[src/hw/error_scope_pkg.sv]
package error_scope_pkg;

  // --------------------------------------------------------------------
  // Sizes
  // --------------------------------------------------------------------
  localparam int GROUPS = 6;
  localparam int CNT_W = 12;
  localparam int LINE_W = 26;
  localparam int AV_ADDR_W = 6;
  localparam int AV_DATA_W = 32;
  localparam int AV_BE_W = AV_DATA_W / 8;
  localparam int SCRUB_W = 5;
  localparam int TIMER_W = 32;

  // --------------------------------------------------------------------
  // Enumerations
  // --------------------------------------------------------------------
  typedef enum logic [1:0] {
    KIND_SYS_FATAL  = 2'b00,
    KIND_PROC_FATAL = 2'b01,
    KIND_DEFERRED   = 2'b10,
    KIND_CORRECTED  = 2'b11
  } err_kind_e;

  typedef enum logic [2:0] {
    GRP_INSTR  = 3'b000,
    GRP_DATA   = 3'b001,
    GRP_CACHE  = 3'b010,
    GRP_MEMORY = 3'b011,
    GRP_LINK   = 3'b100,
    GRP_FIFTH  = 3'b101
  } group_e;

  // Only the memory and link groups may raise a threshold event
  localparam logic [GROUPS-1:0] EVENT_CAPABLE = 6'h18;

  // --------------------------------------------------------------------
  // Carriers
  // --------------------------------------------------------------------
  typedef struct packed {
    logic valid;
    err_kind_e kind;
    logic poison;
    logic restart_ok;
    logic ip_related;
    group_e group;
    logic scrub;
    logic dual;
    logic [LINE_W-1:0] line;
  } err_report_s;

  typedef struct packed {
    logic read;
    logic write;
    logic [AV_ADDR_W-1:0] address;
    logic [AV_DATA_W-1:0] writedata;
    logic [AV_BE_W-1:0] byteenable;
  } av_req_s;

  typedef struct packed {
    logic [AV_DATA_W-1:0] readdata;
    logic waitrequest;
  } av_rsp_s;

  typedef struct packed {
    logic shutdown;
    logic exception_in_progress;
    group_e group;
    logic scrub;
    logic error_pointer_valid;
    logic restart_pointer_valid;
    logic overflow;
    logic poison;
    logic deferred;
    logic context_corrupt_flag;
    logic uc;
    logic valid;
  } mca_status_s;

  localparam int ST_W = $bits(mca_status_s);

  // --------------------------------------------------------------------
  // Register map (byte addresses, word index = address[5:2])
  // --------------------------------------------------------------------
  localparam logic [AV_ADDR_W-1:0] OFS_CTRL = 6'h00;
  localparam logic [AV_ADDR_W-1:0] OFS_STATUS = 6'h04;
  localparam logic [AV_ADDR_W-1:0] OFS_EVENT = 6'h08;
  localparam logic [AV_ADDR_W-1:0] OFS_SCRUB_LINE = 6'h0C;
  localparam logic [AV_ADDR_W-3:0] IDX_COUNT_BASE = 4'h4;
  localparam logic [AV_ADDR_W-3:0] IDX_THRESH_BASE = 4'hA;

  localparam int CTRL_MEM_EV_BIT = 8;
  localparam int CTRL_LINK_EV_BIT = 9;
  localparam int EVT_REACHED_LSB = 8;

  // W1C bits of the status word: valid, overflow, exception_in_progress
  localparam logic [ST_W-1:0] STATUS_W1C = 14'h1021;
  localparam logic [AV_DATA_W-1:0] CTRL_RESET = 32'h0000_0000;

  // --------------------------------------------------------------------
  // Scrub interval encoding
  // --------------------------------------------------------------------
  localparam logic [SCRUB_W-1:0] SCRUB_OFF = 5'h00;
  localparam logic [SCRUB_W-1:0] SCRUB_SHORTEST = 5'h0A;
  localparam logic [SCRUB_W-1:0] SCRUB_LONGEST = 5'h12;
  localparam real SCRUB_SHORTEST_US = 20.5;
  localparam real CLK_PERIOD_NS = 5.0;
  localparam int unsigned SCRUB_SHORTEST_CYCLES =
    int'($floor(SCRUB_SHORTEST_US * 1000.0 / CLK_PERIOD_NS));

endpackage : error_scope_pkg

[src/hw/error_scope_threshold_scrub.sv]
`timescale 1ns/1ps
`default_nettype none
// Behaviour
// - Context-corrupting error sets context-corrupt and uncorrected, raises fatal machine check.
// - Process-confined uncorrected error: context-corrupt clear, uncorrected set, machine check.
// - Consumed poisoned data also sets the poison indication in the status.
// - Latent unconsumed error logs deferred only, no exception until consumed.
// - Deferred errors are logged from demand accesses and from scrub accesses.
// - Corrected error clears all severity flags, no exception, logged and counted.
// - One counter per threshold group, optional event at programmed threshold.
// - Group counter increments on corrected, deferred and uncorrected errors.
// - Only a count is kept; software derives any error rate.
// - Instruction, data, cache and fifth groups count but never raise events.
// - Memory group counts and may raise an event at threshold.
// - Link group counts in its own counter, event optional.
// - Two simultaneous errors may count once; overflow records the second.
// - Scrubber periodically reads cacheline data with tags; findings logged normally.
// - Correctable error found by scrub is corrected in place.
// - Setting 0Ah selects 20.5 us, the shortest tabulated interval.
// - Machine check while exception-in-progress set puts the core in shutdown.
module error_scope_threshold_scrub #(
  parameter int unsigned SCRUB_MIN_CYCLES = error_scope_pkg::SCRUB_SHORTEST_CYCLES
) (
  input wire logic clk,
  input wire logic srst,
  input wire logic ce,
  input wire error_scope_pkg::av_req_s av_req,
  output var error_scope_pkg::av_rsp_s av_rsp,
  input wire error_scope_pkg::err_report_s err,
  output logic mce_q,
  output logic mce_fatal_q,
  output logic shutdown_q,
  output logic thr_event_q,
  output logic scrub_req_q,
  output logic [error_scope_pkg::LINE_W-1:0] scrub_line_q,
  output logic scrub_fix_q,
  output logic [error_scope_pkg::LINE_W-1:0] scrub_fix_line_q
);
  import error_scope_pkg::*;

  // --------------------------------------------------------------------
  // Avalon-MM slave
  // --------------------------------------------------------------------
  logic wait_q;
  logic [AV_DATA_W-1:0] rdata_q;
  logic [AV_DATA_W-1:0] rd_mux;
  logic [AV_DATA_W-1:0] wmask;
  logic [AV_DATA_W-1:0] wbits;
  logic wr_en;
  logic [AV_ADDR_W-3:0] widx;

  // Byte lanes expanded to a bit mask
  always_comb begin
    for (int b = 0; b < AV_BE_W; b++) begin
      wmask[b*8 +: 8] = {8{av_req.byteenable[b]}};
    end
  end

  assign wbits = av_req.writedata & wmask;
  assign wr_en = av_req.write & ~wait_q;
  assign widx = av_req.address[AV_ADDR_W-1:2];

  // One wait cycle per access; read data captured while waiting
  always_ff @(posedge clk) begin
    if (srst) begin
      wait_q <= 1'b1;
      rdata_q <= '0;
    end else if (ce) begin
      if ((av_req.read | av_req.write) & wait_q) begin
        wait_q <= 1'b0;
        rdata_q <= av_req.read ? rd_mux : '0;
      end else begin
        wait_q <= 1'b1;
      end
    end
  end

  assign av_rsp.readdata = rdata_q;
  assign av_rsp.waitrequest = wait_q;

  // --------------------------------------------------------------------
  // Control register
  // --------------------------------------------------------------------
  logic [AV_DATA_W-1:0] ctrl_q;
  logic [SCRUB_W-1:0] scrub_set;
  logic [GROUPS-1:0] ev_en;

  // Masked write keeps untouched lanes
  always_ff @(posedge clk) begin
    if (srst) begin
      ctrl_q <= CTRL_RESET;
    end else if (ce && wr_en && av_req.address == OFS_CTRL) begin
      ctrl_q <= (ctrl_q & ~wmask) | wbits;
    end
  end

  assign scrub_set = ctrl_q[SCRUB_W-1:0];

  // Enables exist only for event-capable groups
  always_comb begin
    ev_en = '0;
    ev_en[GRP_MEMORY] = ctrl_q[CTRL_MEM_EV_BIT];
    ev_en[GRP_LINK] = ctrl_q[CTRL_LINK_EV_BIT];
    ev_en = ev_en & EVENT_CAPABLE;
  end

  // --------------------------------------------------------------------
  // Severity classification and logging
  // --------------------------------------------------------------------
  mca_status_s st_q;
  logic mce_now;
  logic [ST_W-1:0] st_clr;

  assign mce_now = err.valid &
    (err.kind == KIND_SYS_FATAL || err.kind == KIND_PROC_FATAL);
  assign st_clr = (wr_en && av_req.address == OFS_STATUS) ?
    (wbits[ST_W-1:0] & STATUS_W1C) : '0;

  // Software clears first; a new error in the same cycle overrides it
  always_ff @(posedge clk) begin
    if (srst) begin
      st_q <= '0;
    end else if (ce) begin
      st_q <= mca_status_s'(st_q & ~st_clr);
      if (err.valid) begin
        st_q.valid <= 1'b1;
        st_q.group <= err.group;
        st_q.scrub <= err.scrub;
        st_q.overflow <= st_q.overflow | (st_q.valid & ~st_clr[0]) | err.dual;
        unique case (err.kind)
          KIND_SYS_FATAL: begin
            st_q.context_corrupt_flag <= 1'b1;
            st_q.uc <= 1'b1;
            st_q.deferred <= 1'b0;
            st_q.poison <= err.poison;
            st_q.restart_pointer_valid <= 1'b0;
            st_q.error_pointer_valid <= err.ip_related;
          end
          KIND_PROC_FATAL: begin
            st_q.context_corrupt_flag <= 1'b0;
            st_q.uc <= 1'b1;
            st_q.deferred <= 1'b0;
            st_q.poison <= err.poison;
            st_q.restart_pointer_valid <= err.restart_ok;
            st_q.error_pointer_valid <= err.ip_related;
          end
          KIND_DEFERRED: begin
            st_q.context_corrupt_flag <= 1'b0;
            st_q.uc <= 1'b0;
            st_q.deferred <= 1'b1;
            st_q.poison <= 1'b0;
          end
          KIND_CORRECTED: begin
            st_q.context_corrupt_flag <= 1'b0;
            st_q.uc <= 1'b0;
            st_q.deferred <= 1'b0;
            st_q.poison <= 1'b0;
          end
        endcase
      end
      if (mce_now) begin
        st_q.exception_in_progress <= 1'b1;
        st_q.shutdown <= st_q.shutdown | (st_q.exception_in_progress & ~st_clr[ST_W-2]);
      end
    end
  end

  // Exception pulses only for the two uncorrected kinds
  always_ff @(posedge clk) begin
    if (srst) begin
      mce_q <= 1'b0;
      mce_fatal_q <= 1'b0;
      shutdown_q <= 1'b0;
    end else if (ce) begin
      mce_q <= mce_now;
      mce_fatal_q <= mce_now & (err.kind == KIND_SYS_FATAL);
      shutdown_q <= shutdown_q | (mce_now & st_q.exception_in_progress & ~st_clr[ST_W-2]);
    end
  end

  // --------------------------------------------------------------------
  // Threshold groups
  // --------------------------------------------------------------------
  logic [CNT_W-1:0] cnt_q [GROUPS];
  logic [CNT_W-1:0] thr_q [GROUPS];
  logic [GROUPS-1:0] fire;
  logic [GROUPS-1:0] reached;
  logic [GROUPS-1:0] evt_q;
  logic [GROUPS-1:0] evt_clr;

  generate
    for (genvar g = 0; g < GROUPS; g++) begin : grp
      logic hit;
      logic [CNT_W-1:0] cnt_next;
      logic [AV_ADDR_W-3:0] cidx;
      logic [AV_ADDR_W-3:0] tidx;

      assign cidx = IDX_COUNT_BASE + (AV_ADDR_W-2)'(g);
      assign tidx = IDX_THRESH_BASE + (AV_ADDR_W-2)'(g);
      // Dual errors still count once
      assign hit = err.valid && err.group == group_e'(g);
      assign cnt_next = (&cnt_q[g]) ? cnt_q[g] : cnt_q[g] + 1'b1;
      assign fire[g] = hit && cnt_next == thr_q[g] && cnt_q[g] != thr_q[g] &&
        ev_en[g];
      assign reached[g] = cnt_q[g] >= thr_q[g];

      // Counting beats a software preload in the same cycle
      always_ff @(posedge clk) begin
        if (srst) begin
          cnt_q[g] <= '0;
        end else if (ce) begin
          if (hit) begin
            cnt_q[g] <= cnt_next;
          end else if (wr_en && widx == cidx) begin
            cnt_q[g] <= wbits[CNT_W-1:0];
          end
        end
      end

      // Threshold value is software owned
      always_ff @(posedge clk) begin
        if (srst) begin
          thr_q[g] <= '0;
        end else if (ce && wr_en && widx == tidx) begin
          thr_q[g] <= (thr_q[g] & ~wmask[CNT_W-1:0]) | wbits[CNT_W-1:0];
        end
      end
    end
  endgenerate

  assign evt_clr = (wr_en && av_req.address == OFS_EVENT) ? wbits[GROUPS-1:0] : '0;

  // Sticky event bits, set wins over clear
  always_ff @(posedge clk) begin
    if (srst) begin
      evt_q <= '0;
      thr_event_q <= 1'b0;
    end else if (ce) begin
      evt_q <= (evt_q & ~evt_clr) | fire;
      thr_event_q <= |fire;
    end
  end

  // --------------------------------------------------------------------
  // Scrubber
  // --------------------------------------------------------------------
  logic [TIMER_W-1:0] timer_q;
  logic [TIMER_W-1:0] interval;
  logic [SCRUB_W-1:0] eff_set;

  // Interval doubles per step above the shortest setting
  always_comb begin
    eff_set = (scrub_set > SCRUB_LONGEST) ? SCRUB_LONGEST : scrub_set;
    if (eff_set >= SCRUB_SHORTEST) begin
      interval = TIMER_W'(SCRUB_MIN_CYCLES) << (eff_set - SCRUB_SHORTEST);
    end else begin
      interval = TIMER_W'(SCRUB_MIN_CYCLES) >> (SCRUB_SHORTEST - eff_set);
    end
    if (interval == '0) begin
      interval = TIMER_W'(1);
    end
  end

  // Issues one cacheline-with-tag read per interval
  always_ff @(posedge clk) begin
    if (srst) begin
      timer_q <= '0;
      scrub_req_q <= 1'b0;
      scrub_line_q <= '0;
    end else if (ce) begin
      scrub_req_q <= 1'b0;
      if (scrub_set == SCRUB_OFF) begin
        timer_q <= '0;
      end else if (timer_q >= interval - 1'b1) begin
        timer_q <= '0;
        scrub_req_q <= 1'b1;
        scrub_line_q <= scrub_line_q + 1'b1;
      end else begin
        timer_q <= timer_q + 1'b1;
      end
    end
  end

  // Write back corrected data found by a scrub read
  always_ff @(posedge clk) begin
    if (srst) begin
      scrub_fix_q <= 1'b0;
      scrub_fix_line_q <= '0;
    end else if (ce) begin
      scrub_fix_q <= err.valid & err.scrub & (err.kind == KIND_CORRECTED);
      if (err.valid & err.scrub) begin
        scrub_fix_line_q <= err.line;
      end
    end
  end

  // --------------------------------------------------------------------
  // Read mux
  // --------------------------------------------------------------------
  always_comb begin
    logic [AV_ADDR_W-3:0] ridx;
    ridx = av_req.address[AV_ADDR_W-1:2];
    rd_mux = '0;
    if (av_req.address == OFS_CTRL) begin
      rd_mux = ctrl_q;
    end else if (av_req.address == OFS_STATUS) begin
      rd_mux[ST_W-1:0] = st_q;
    end else if (av_req.address == OFS_EVENT) begin
      rd_mux[GROUPS-1:0] = evt_q;
      rd_mux[EVT_REACHED_LSB +: GROUPS] = reached;
    end else if (av_req.address == OFS_SCRUB_LINE) begin
      rd_mux[LINE_W-1:0] = scrub_line_q;
    end else begin
      for (int g = 0; g < GROUPS; g++) begin
        if (ridx == IDX_COUNT_BASE + (AV_ADDR_W-2)'(g)) begin
          rd_mux[CNT_W-1:0] = cnt_q[g];
        end
        if (ridx == IDX_THRESH_BASE + (AV_ADDR_W-2)'(g)) begin
          rd_mux[CNT_W-1:0] = thr_q[g];
        end
      end
    end
  end

endmodule : error_scope_threshold_scrub
`default_nettype wire

[config.mk]
export PLATFORM = sky130hd
export DESIGN_NAME = error_scope_threshold_scrub
export DESIGN_NICKNAME = d
export VERILOG_FILES = /design/src/hw/error_scope_pkg.sv /design/src/hw/error_scope_threshold_scrub.sv
export SDC_FILE = /design/constraint.sdc
export NUM_CORES = 1
export LEC_CHECK = 0
export BUFFER_PORTS_ARGS = -buffer_cell sky130_fd_sc_hd__buf_2
export CAP_MARGIN = 5
export CELL_PAD_IN_SITES_DETAIL_PLACEMENT = 1
export CELL_PAD_IN_SITES_GLOBAL_PLACEMENT = 2
export CORE_AREA = 2 2 249 251
export CTS_BUF_LIST = sky130_fd_sc_hd__clkbuf_4
export DETAILED_ROUTE_END_ITERATION = 10
export DIE_AREA = 0 0 251 253
export GPL_ROUTABILITY_DRIVEN = 0
export PLACE_DENSITY_LB_ADDON = 0.1
export SETUP_SLACK_MARGIN = 0.2
export SLEW_MARGIN = 40
export SYNTH_ARGS = -nofsm -noshare
export SYNTH_HDL_FRONTEND = slang
export SYNTH_SLANG_ARGS = --single-unit
[constraint.sdc]
create_clock -name clk -period 6.7 [get_ports clk]
set_input_delay 0.67 -clock clk [delete_from_list [all_inputs] [get_ports clk]]
set_output_delay 0.67 -clock clk [all_outputs]
set_load 0.005 [all_outputs]
==> results of run 1 <==
==> power breakdown <==
group          leakage (nW)  internal (mW)  switching, mW
combinational          5.74          0.158          0.317
sequential             2.90           2.08         0.0691
clock                 0.726          0.969           1.02
total                  9.37           3.21           1.40
==> metal layers <==
| metal | GRT usage (%) | routed length (um) | up-vias |
|---|---|---|---|
| met4 | 10.2 | 3110 | 0 |
| met1 | 36.8 | 39600 | 10300 |
| met2 | 45.7 | 42200 | 609 |
| li1 | - | - | 9533 |
| met5 | 0 | 0 | - |
| met3 | 4.34 | 4990 | 166 |
==> timing repair <==
item | 4_1_cts | 5_1_grt
setup buffers | 0 | 3
gates resized for setup | 2 | 15
hold endpoints to repair | 49 | 0
pin swaps | 0 | 5
endpoints found under the setup margin | 14 | 59
hold buffers | 49 | 0
==> worst max path at each step <==
stage	to	slack, ns	cells after the start
after floorplan	scrub_line_q[24]	0.37	31
after global placement	scrub_line_q[24]	0.32	29
final	timer_q[22]	0.49	29
after detailed placement	scrub_line_q[24]	0.11	29
after global routing	timer_q[16]	0.20	30
after CTS	scrub_line_q[24]	0.21	29
==> worst register-to-register path: cells and delay by family, from the launching register on <==
| kind | cells | cell delay (ns) |
|---|---|---|
| buf+inv | 5 | 0.84 |
| simple gates | 12 | 2.75 |
| fa+ha+maj | 3 | 0.75 |
| xor+xnor | 1 | 0.22 |
| compound gates | 8 | 1.26 |
| flops | 1 | 0.34 |
==> per-stage QoR <==
step / utilization (%) / hold slack [ns] / std cells
2_1_floorplan: - / 0.425 / 2442
3_3_place_gp: 36.2 / 0.430 / 3303
3_5_place_dp: 36.3 / 0.438 / 3306
4_1_cts: 39.2 / 0.00858 / 3530
5_1_grt: 39.4 / 0.0235 / 3535
6_report: 39.4 / 0.0881 / 3535
==> kinds of logic (layout without fill, tap and decap cells) <==
family	after synthesis	in the layout
multiplexers	14	14
XOR/XNOR	83	83
AND/OR/NAND/NOR	893	893
adder cells (fa/ha/maj)	116	116
buffers and inverters	279	580
flip-flops	319	319
other	1	4
AO/OA/AOI/OAI	736	736
==> synthesized netlist by cell type (all sizes together) (37+ instances only) <==
master    n
nand2   275
nand3   120
o21ai   209
nor2    161
xnor2    46
o22ai    71
a21oi   194
dfxtp   175
edfxtp  144
clkbuf  129
and3     98
xor2     37
inv     119
ha      116
==> area by class of cell <==
cell class	count	area share (%)
flip-flops and latches	319	32.6
multi-input cells	1844	48.6
well taps	790	4.12
inverters	119	1.86
repair buffers	286	7.66
diodes	2	0.0208
clock inverters	36	0.818
clock buffers	139	4.35
==> summary.md, run 1 <==
| Metric | Value |
|---|---|
| Run status | `finished, final reports clean` |
| Netlist area before placement | `20400 um^2` |
| Detailed Routing Iterations Pass 1 | `8` |
| Post-route minimum period | `6.21 ns` |
| Relative slew slack | `38.5%` |
| First-pass GRT wire length | `135 mm` |
| Routed WL | `89.8 mm` |
| Xor-xnor portion of the synthesized cell area | `3.63%` |
| Total power | `4.61 mW` |
| Share of async-settable or async-resettable flops after synthesis | `0%` |
| Post-placement setup slack | `0.115 ns` |
| PD cells | `192 nW/um^2` |
| Total leakage power | `9.37 nW` |
| Data required time at the worst endpoint | `7.47 ns` |
| Area of the core | `61000 um^2` |
| Filler cells | `7333` |
| Clk buf depth | `3` |
| Area of all sequential standard cells | `7830 um^2` |
| Cell area after placement | `22200 um^2` |
| DR vias/cell | `5.84` |
| Setup CP Type | `reg2reg` |
| Wire per inst | `25.4 um` |
| Area grow syn2layout | `17.7%` |
| Worst R2R Setup Slack | `0.49 ns` |
| Post-Layout Inst Area | `24000 um^2` |
| Setup repair after global routing missed its margin | `false` |
| Most common cell after layout, fill and taps aside | `sky130_fd_sc_hd__nand2_1` |
| Number of max-slew violations in the final report | `0` |
| Area of the die | `63500 um^2` |
| Final worst setup slack | `0.489 ns` |
| Site row count | `91` |
| Synthesized-area fraction occupied by ao, oa, aoi and oai cells | `22.5%` |
| Critical path's slowest cell | `sky130_fd_sc_hd__or4b_4` |
| Combined buffer and inverter count along the critical path | `5` |
| Beginning of the worst hold path | `err[34]` |
| Adder-Cell Fraction of Synth Area | `7.11%` |
| Endpoint of the lowest-slack register-to-register path | `timer_q[22]` |
| Achievable Freq | `161 MHz` |
| Dpl hpwl | `64.3 mm` |
| Worst-margin pin slew | `0.922 ns` |
| I/O Buffers | `174` |
| Clock slew seen by the registers of the worst setup and hold paths | `0.07 ns` |
| Count of yosys warnings during synthesis | `0` |
| Nets | `2868` |
| Mux share of post-synthesis cell area | `0.687%` |
| Final number of hold-violating endpoints | `0` |
| Final period util | `92.7%` |
| Number of CTS-inserted buffers | `98` |
| Endpoint of the worst hold path | `scrub_fix_q` |
| Top cell type by total area after synthesis | `sky130_fd_sc_hd__edfxtp_1` |
| Vert. Die Dim | `253 um` |
| Area of the multi-input gates | `11700 um^2` |
| Part of the Yosys area used for sequential elements | `38.3%` |
| # clock sinks | `319` |
| Number of global-route vias before repair | `21100` |
| Critical Path Start Type | `flip-flop` |
| Synth Instances | `2441` |
| Count of cell types in the netlist | `90` |
| Number of antenna violations at the first check in global routing | `5` |
| Number of cells on the worst hold path | `3` |
| Number of synthesized flops with an enable pin | `144` |
| Setup TNS | `0 ns` |
| Chip width | `251 um` |
| Later-pin clock latency in the skew report | `0.93 ns` |
| Combinational family with the most area after synthesis | `compound AO/OA/AOI/OAI gates` |
| Maximum fanout along the worst path | `23` |
| Delay of the slowest critical-path stage | `0.50 ns` |
| Endpoint arrival time on the critical path | `6.98 ns` |
| Worst-case vdd ir drop | `0.000120 V` |
| Top post-synthesis cells by area | `sky130_fd_sc_hd__edfxtp_1 (21%), sky130_fd_sc_hd__dfxtp_1 (17%), sky130_fd_sc_hd__ha_1 (7.1%)` |
| Leading register cell type out of synthesis | `sky130_fd_sc_hd__dfxtp_1` |
| Worst Clk Skew | `0.0975 ns` |
| Worst Setup End Kind | `flip-flop` |
| GRT Total Usage | `27.8%` |
| Class of the tightest hold or removal check | `in2reg` |
| Top-Level Pins | `175` |
| Max Cap Viol | `0` |
| Share of the synthesized area in the top cell type | `21.2%` |
| Number of flip-flops and latches in the synthesized netlist | `319` |
| Total via count in the routed design | `20600` |
| Initial detailed-routing violation count | `1644` |
| Depth of the most critical reg-to-reg path | `29` |
| Initial standard-cell utilization of the core | `33.4%` |
| Final setup violation count | `0` |
| Syn_area_per_cell | `8.36 um^2` |
| Antenna viol nets, final | `0` |
| Simple-gate area share of the yosys netlist | `22.3%` |
| CP delay by family, top | `simple AND/OR/NAND/NOR gates` |
| Clock tree from TritonCTS | `done` |
| Pin count of the biggest net entering global routing | `92` |
| Root Driver | `sky130_fd_sc_hd__clkbuf_4` |
| DR DRC count | `0` |
| Most frequent cells in the layout | `sky130_fd_sc_hd__nand2_1 (270), sky130_fd_sc_hd__o21ai_0 (202), sky130_fd_sc_hd__a21oi_1 (193), sky130_fd_sc_hd__buf_2 (176), sky130_fd_sc_hd__dfxtp_1 (175)` |
| Layout cells sized above 1 | `16.4%` |
| Htree depth | `3` |
| Total gr overflow | `0` |
(Power assumes the default switching activity.)
==> run 2: changes to the inputs <==
Settings changed: GPL_TIMING_DRIVEN set to 0.
==> run 2 against run 1 <==
  * Sequential power is essentially flat
  * Fmax is 0.10% lower
  * Utilization is 0.86 points higher
  * Power up 2.5%
  * Die area is the same
==> summary.md, run 2 (synthesized netlist as in run 1, its figures left out) <==
| Metric | Value |
|---|---|
| Run status | `finished, final reports clean` |
| Root Driver | `sky130_fd_sc_hd__clkbuf_4` |
| Total via count in the routed design | `21600` |
| Worst-case vdd ir drop | `0.000125 V` |
| Share of power burned in combinational logic | `10.7%` |
| Vert. Die Dim | `253 um` |
| Maximum fanout along the worst path | `10` |
| Data required time at the worst endpoint | `7.46 ns` |
| I/O Buffers | `167` |
| Number of antenna violations at the first check in global routing | `7` |
| # clock sinks | `319` |
| Post-route minimum period | `6.22 ns` |
| Switch Pwr | `1.38 mW` |
| Number of CTS-inserted buffers | `97` |
| Final worst setup slack | `0.483 ns` |
| Nets | `2978` |
| Later-pin clock latency in the skew report | `0.92 ns` |
| Total power | `4.73 mW` |
| DR DRC count | `0` |
| Post-placement setup slack | `-1.59 ns` |
| Clock tree from TritonCTS | `done` |
| Antenna viol nets, final | `0` |
| Delay of the slowest critical-path stage | `0.61 ns` |
| Setup CP Type | `reg2reg` |
| Final period util | `92.8%` |
| Area of the core | `61000 um^2` |
| Class of the tightest hold or removal check | `in2reg` |
| Pin count of the biggest net entering global routing | `15` |
| Clk buf depth | `3` |
| Critical path's slowest cell | `sky130_fd_sc_hd__or4_4` |
| Wire per inst | `27.0 um` |
| Layout cells sized above 1 | `17.1%` |
| Area of the die | `63500 um^2` |
| Portion of total power attributed to the clock network | `43.8%` |
| Placed Cells incl. Taps | `3408` |
| Chip width | `251 um` |
| Number of global-route vias before repair | `21700` |
| Total gr overflow | `0` |
| Total leakage power | `9.56 nW` |
| Area grow syn2layout | `20.2%` |
| Most frequent cells in the layout | `sky130_fd_sc_hd__nand2_1 (275), sky130_fd_sc_hd__o21ai_0 (201), sky130_fd_sc_hd__a21oi_1 (190), sky130_fd_sc_hd__buf_2 (182), sky130_fd_sc_hd__dfxtp_1 (171)` |
| Dpl hpwl | `74.6 mm` |
| Initial detailed-routing violation count | `1747` |
| Top-Level Pins | `175` |
| Routed WL | `98.4 mm` |
| First-pass GRT wire length | `144 mm` |
| Internal Dissipation | `3.35 mW` |
| Detailed Routing Iterations Pass 1 | `6` |
| Number of max-slew violations in the final report | `0` |
| Relative slew slack | `38.4%` |
| Switching power share of the total | `29.2%` |
| Max Cap Viol | `0` |
| Final setup violation count | `0` |
| Worst Setup End Kind | `flip-flop` |
| Initial standard-cell utilization of the core | `33.4%` |
| Htree depth | `3` |
| Most common cell after layout, fill and taps aside | `sky130_fd_sc_hd__nand2_1` |
| Filler cells | `7389` |
| Endpoint arrival time on the critical path | `6.98 ns` |
| Achievable Freq | `161 MHz` |
| Part of the total power dissipated in sequential elements | `45.5%` |
| Clock slew seen by the registers of the worst setup and hold paths | `0.07 ns` |
| Site row count | `91` |
| Critical Path Start Type | `flip-flop` |
| Worst-margin pin slew | `0.924 ns` |
| Setup repair after global routing missed its margin | `true` |
| PD cells | `193 nW/um^2` |
| GRT Total Usage | `30.3%` |
| Worst Clk Skew | `0.0771 ns` |
| Beginning of the worst hold path | `av_req[21]` |
| Non-filler instance count after layout | `3640` |
| DR vias/cell | `5.94` |
| Final number of hold-violating endpoints | `0` |
-- run 2: final cells by class --
class                      count  area (um^2)  area share [%]
clock inverter                13          118           0.479
tap                          790          988            4.03
clock buffer                 154         1160            4.71
multi-input combinational   1844        11800            48.0
timing repair buffer         237         1450            5.91
antenna                        4         10.0          0.0408
buffer                       160          753            3.07
sequential                   319         7840            31.9
inverter                     119          450            1.84
-- run 2: per-layer routing --
metal / vias up / GRT usage [%] / share of wire [%]
li1: 9750 / - / -
met1: 10900 / 39.9 / 43
met2: 777 / 49.1 / 46
met3: 198 / 5.61 / 6.6
met4: 0 / 11.7 / 4.0
met5: - / 0 / 0
-- run 2: power groups by stage --
stage / clock, mW / sequential, mW / combinational, mW
final: 2.07 / 2.15 / 0.505
after global placement: 0 / 2.19 / 0.456
after global routing: 2.21 / 2.15 / 0.540
after floorplan: 0 / 2.15 / 0.255
after detailed placement: 0 / 2.19 / 0.474
after CTS: 2.11 / 2.14 / 0.496
-- run 2: final timing paths --
check | end | slack [ns] | cells past startpoint
max | timer_q[28] | 0.48 | 30
min | flip-flop | 0.06 | 3
max reg2reg | timer_q[28] | 0.48 | 30
min reg2reg | evt_q[5] | 0.44 | 1
-- run 2: metrics by stage --
step	hold WS [ns]	utilization, %	TNS (ns)	area (um^2)
floorplan	0.425	-	0	20400
global placement	0.428	36.4	-66.27	22200
detailed placement	0.437	36.7	-69.66	22400
CTS	0.0154	39.8	0	24300
global route	0.0122	40.2	0	24500
finish	0.0634	40.2	0	24500
-- run 2: what timing repair did --
item                                    CTS  global route
gates resized for setup                  41            50
endpoints found under the setup margin   59            59
hold buffers                             38             0
setup buffers                            11            10
pin swaps                                12            24
gates cloned                              1             1
endpoints found under the hold margin    38             0
-- run 2: worst max-delay path: cells and delay by family (launching register included) --
| family | cells | cell delay, ns |
|---|---|---|
| xor gates and xnor gates | 1 | 0.22 |
| adders and majority gates | 3 | 0.66 |
| DFF | 1 | 0.37 |
| buffers and inverters | 5 | 0.79 |
| and+or+nand+nor | 11 | 2.28 |
| AOI/OAI and AO/OA | 10 | 1.77 |
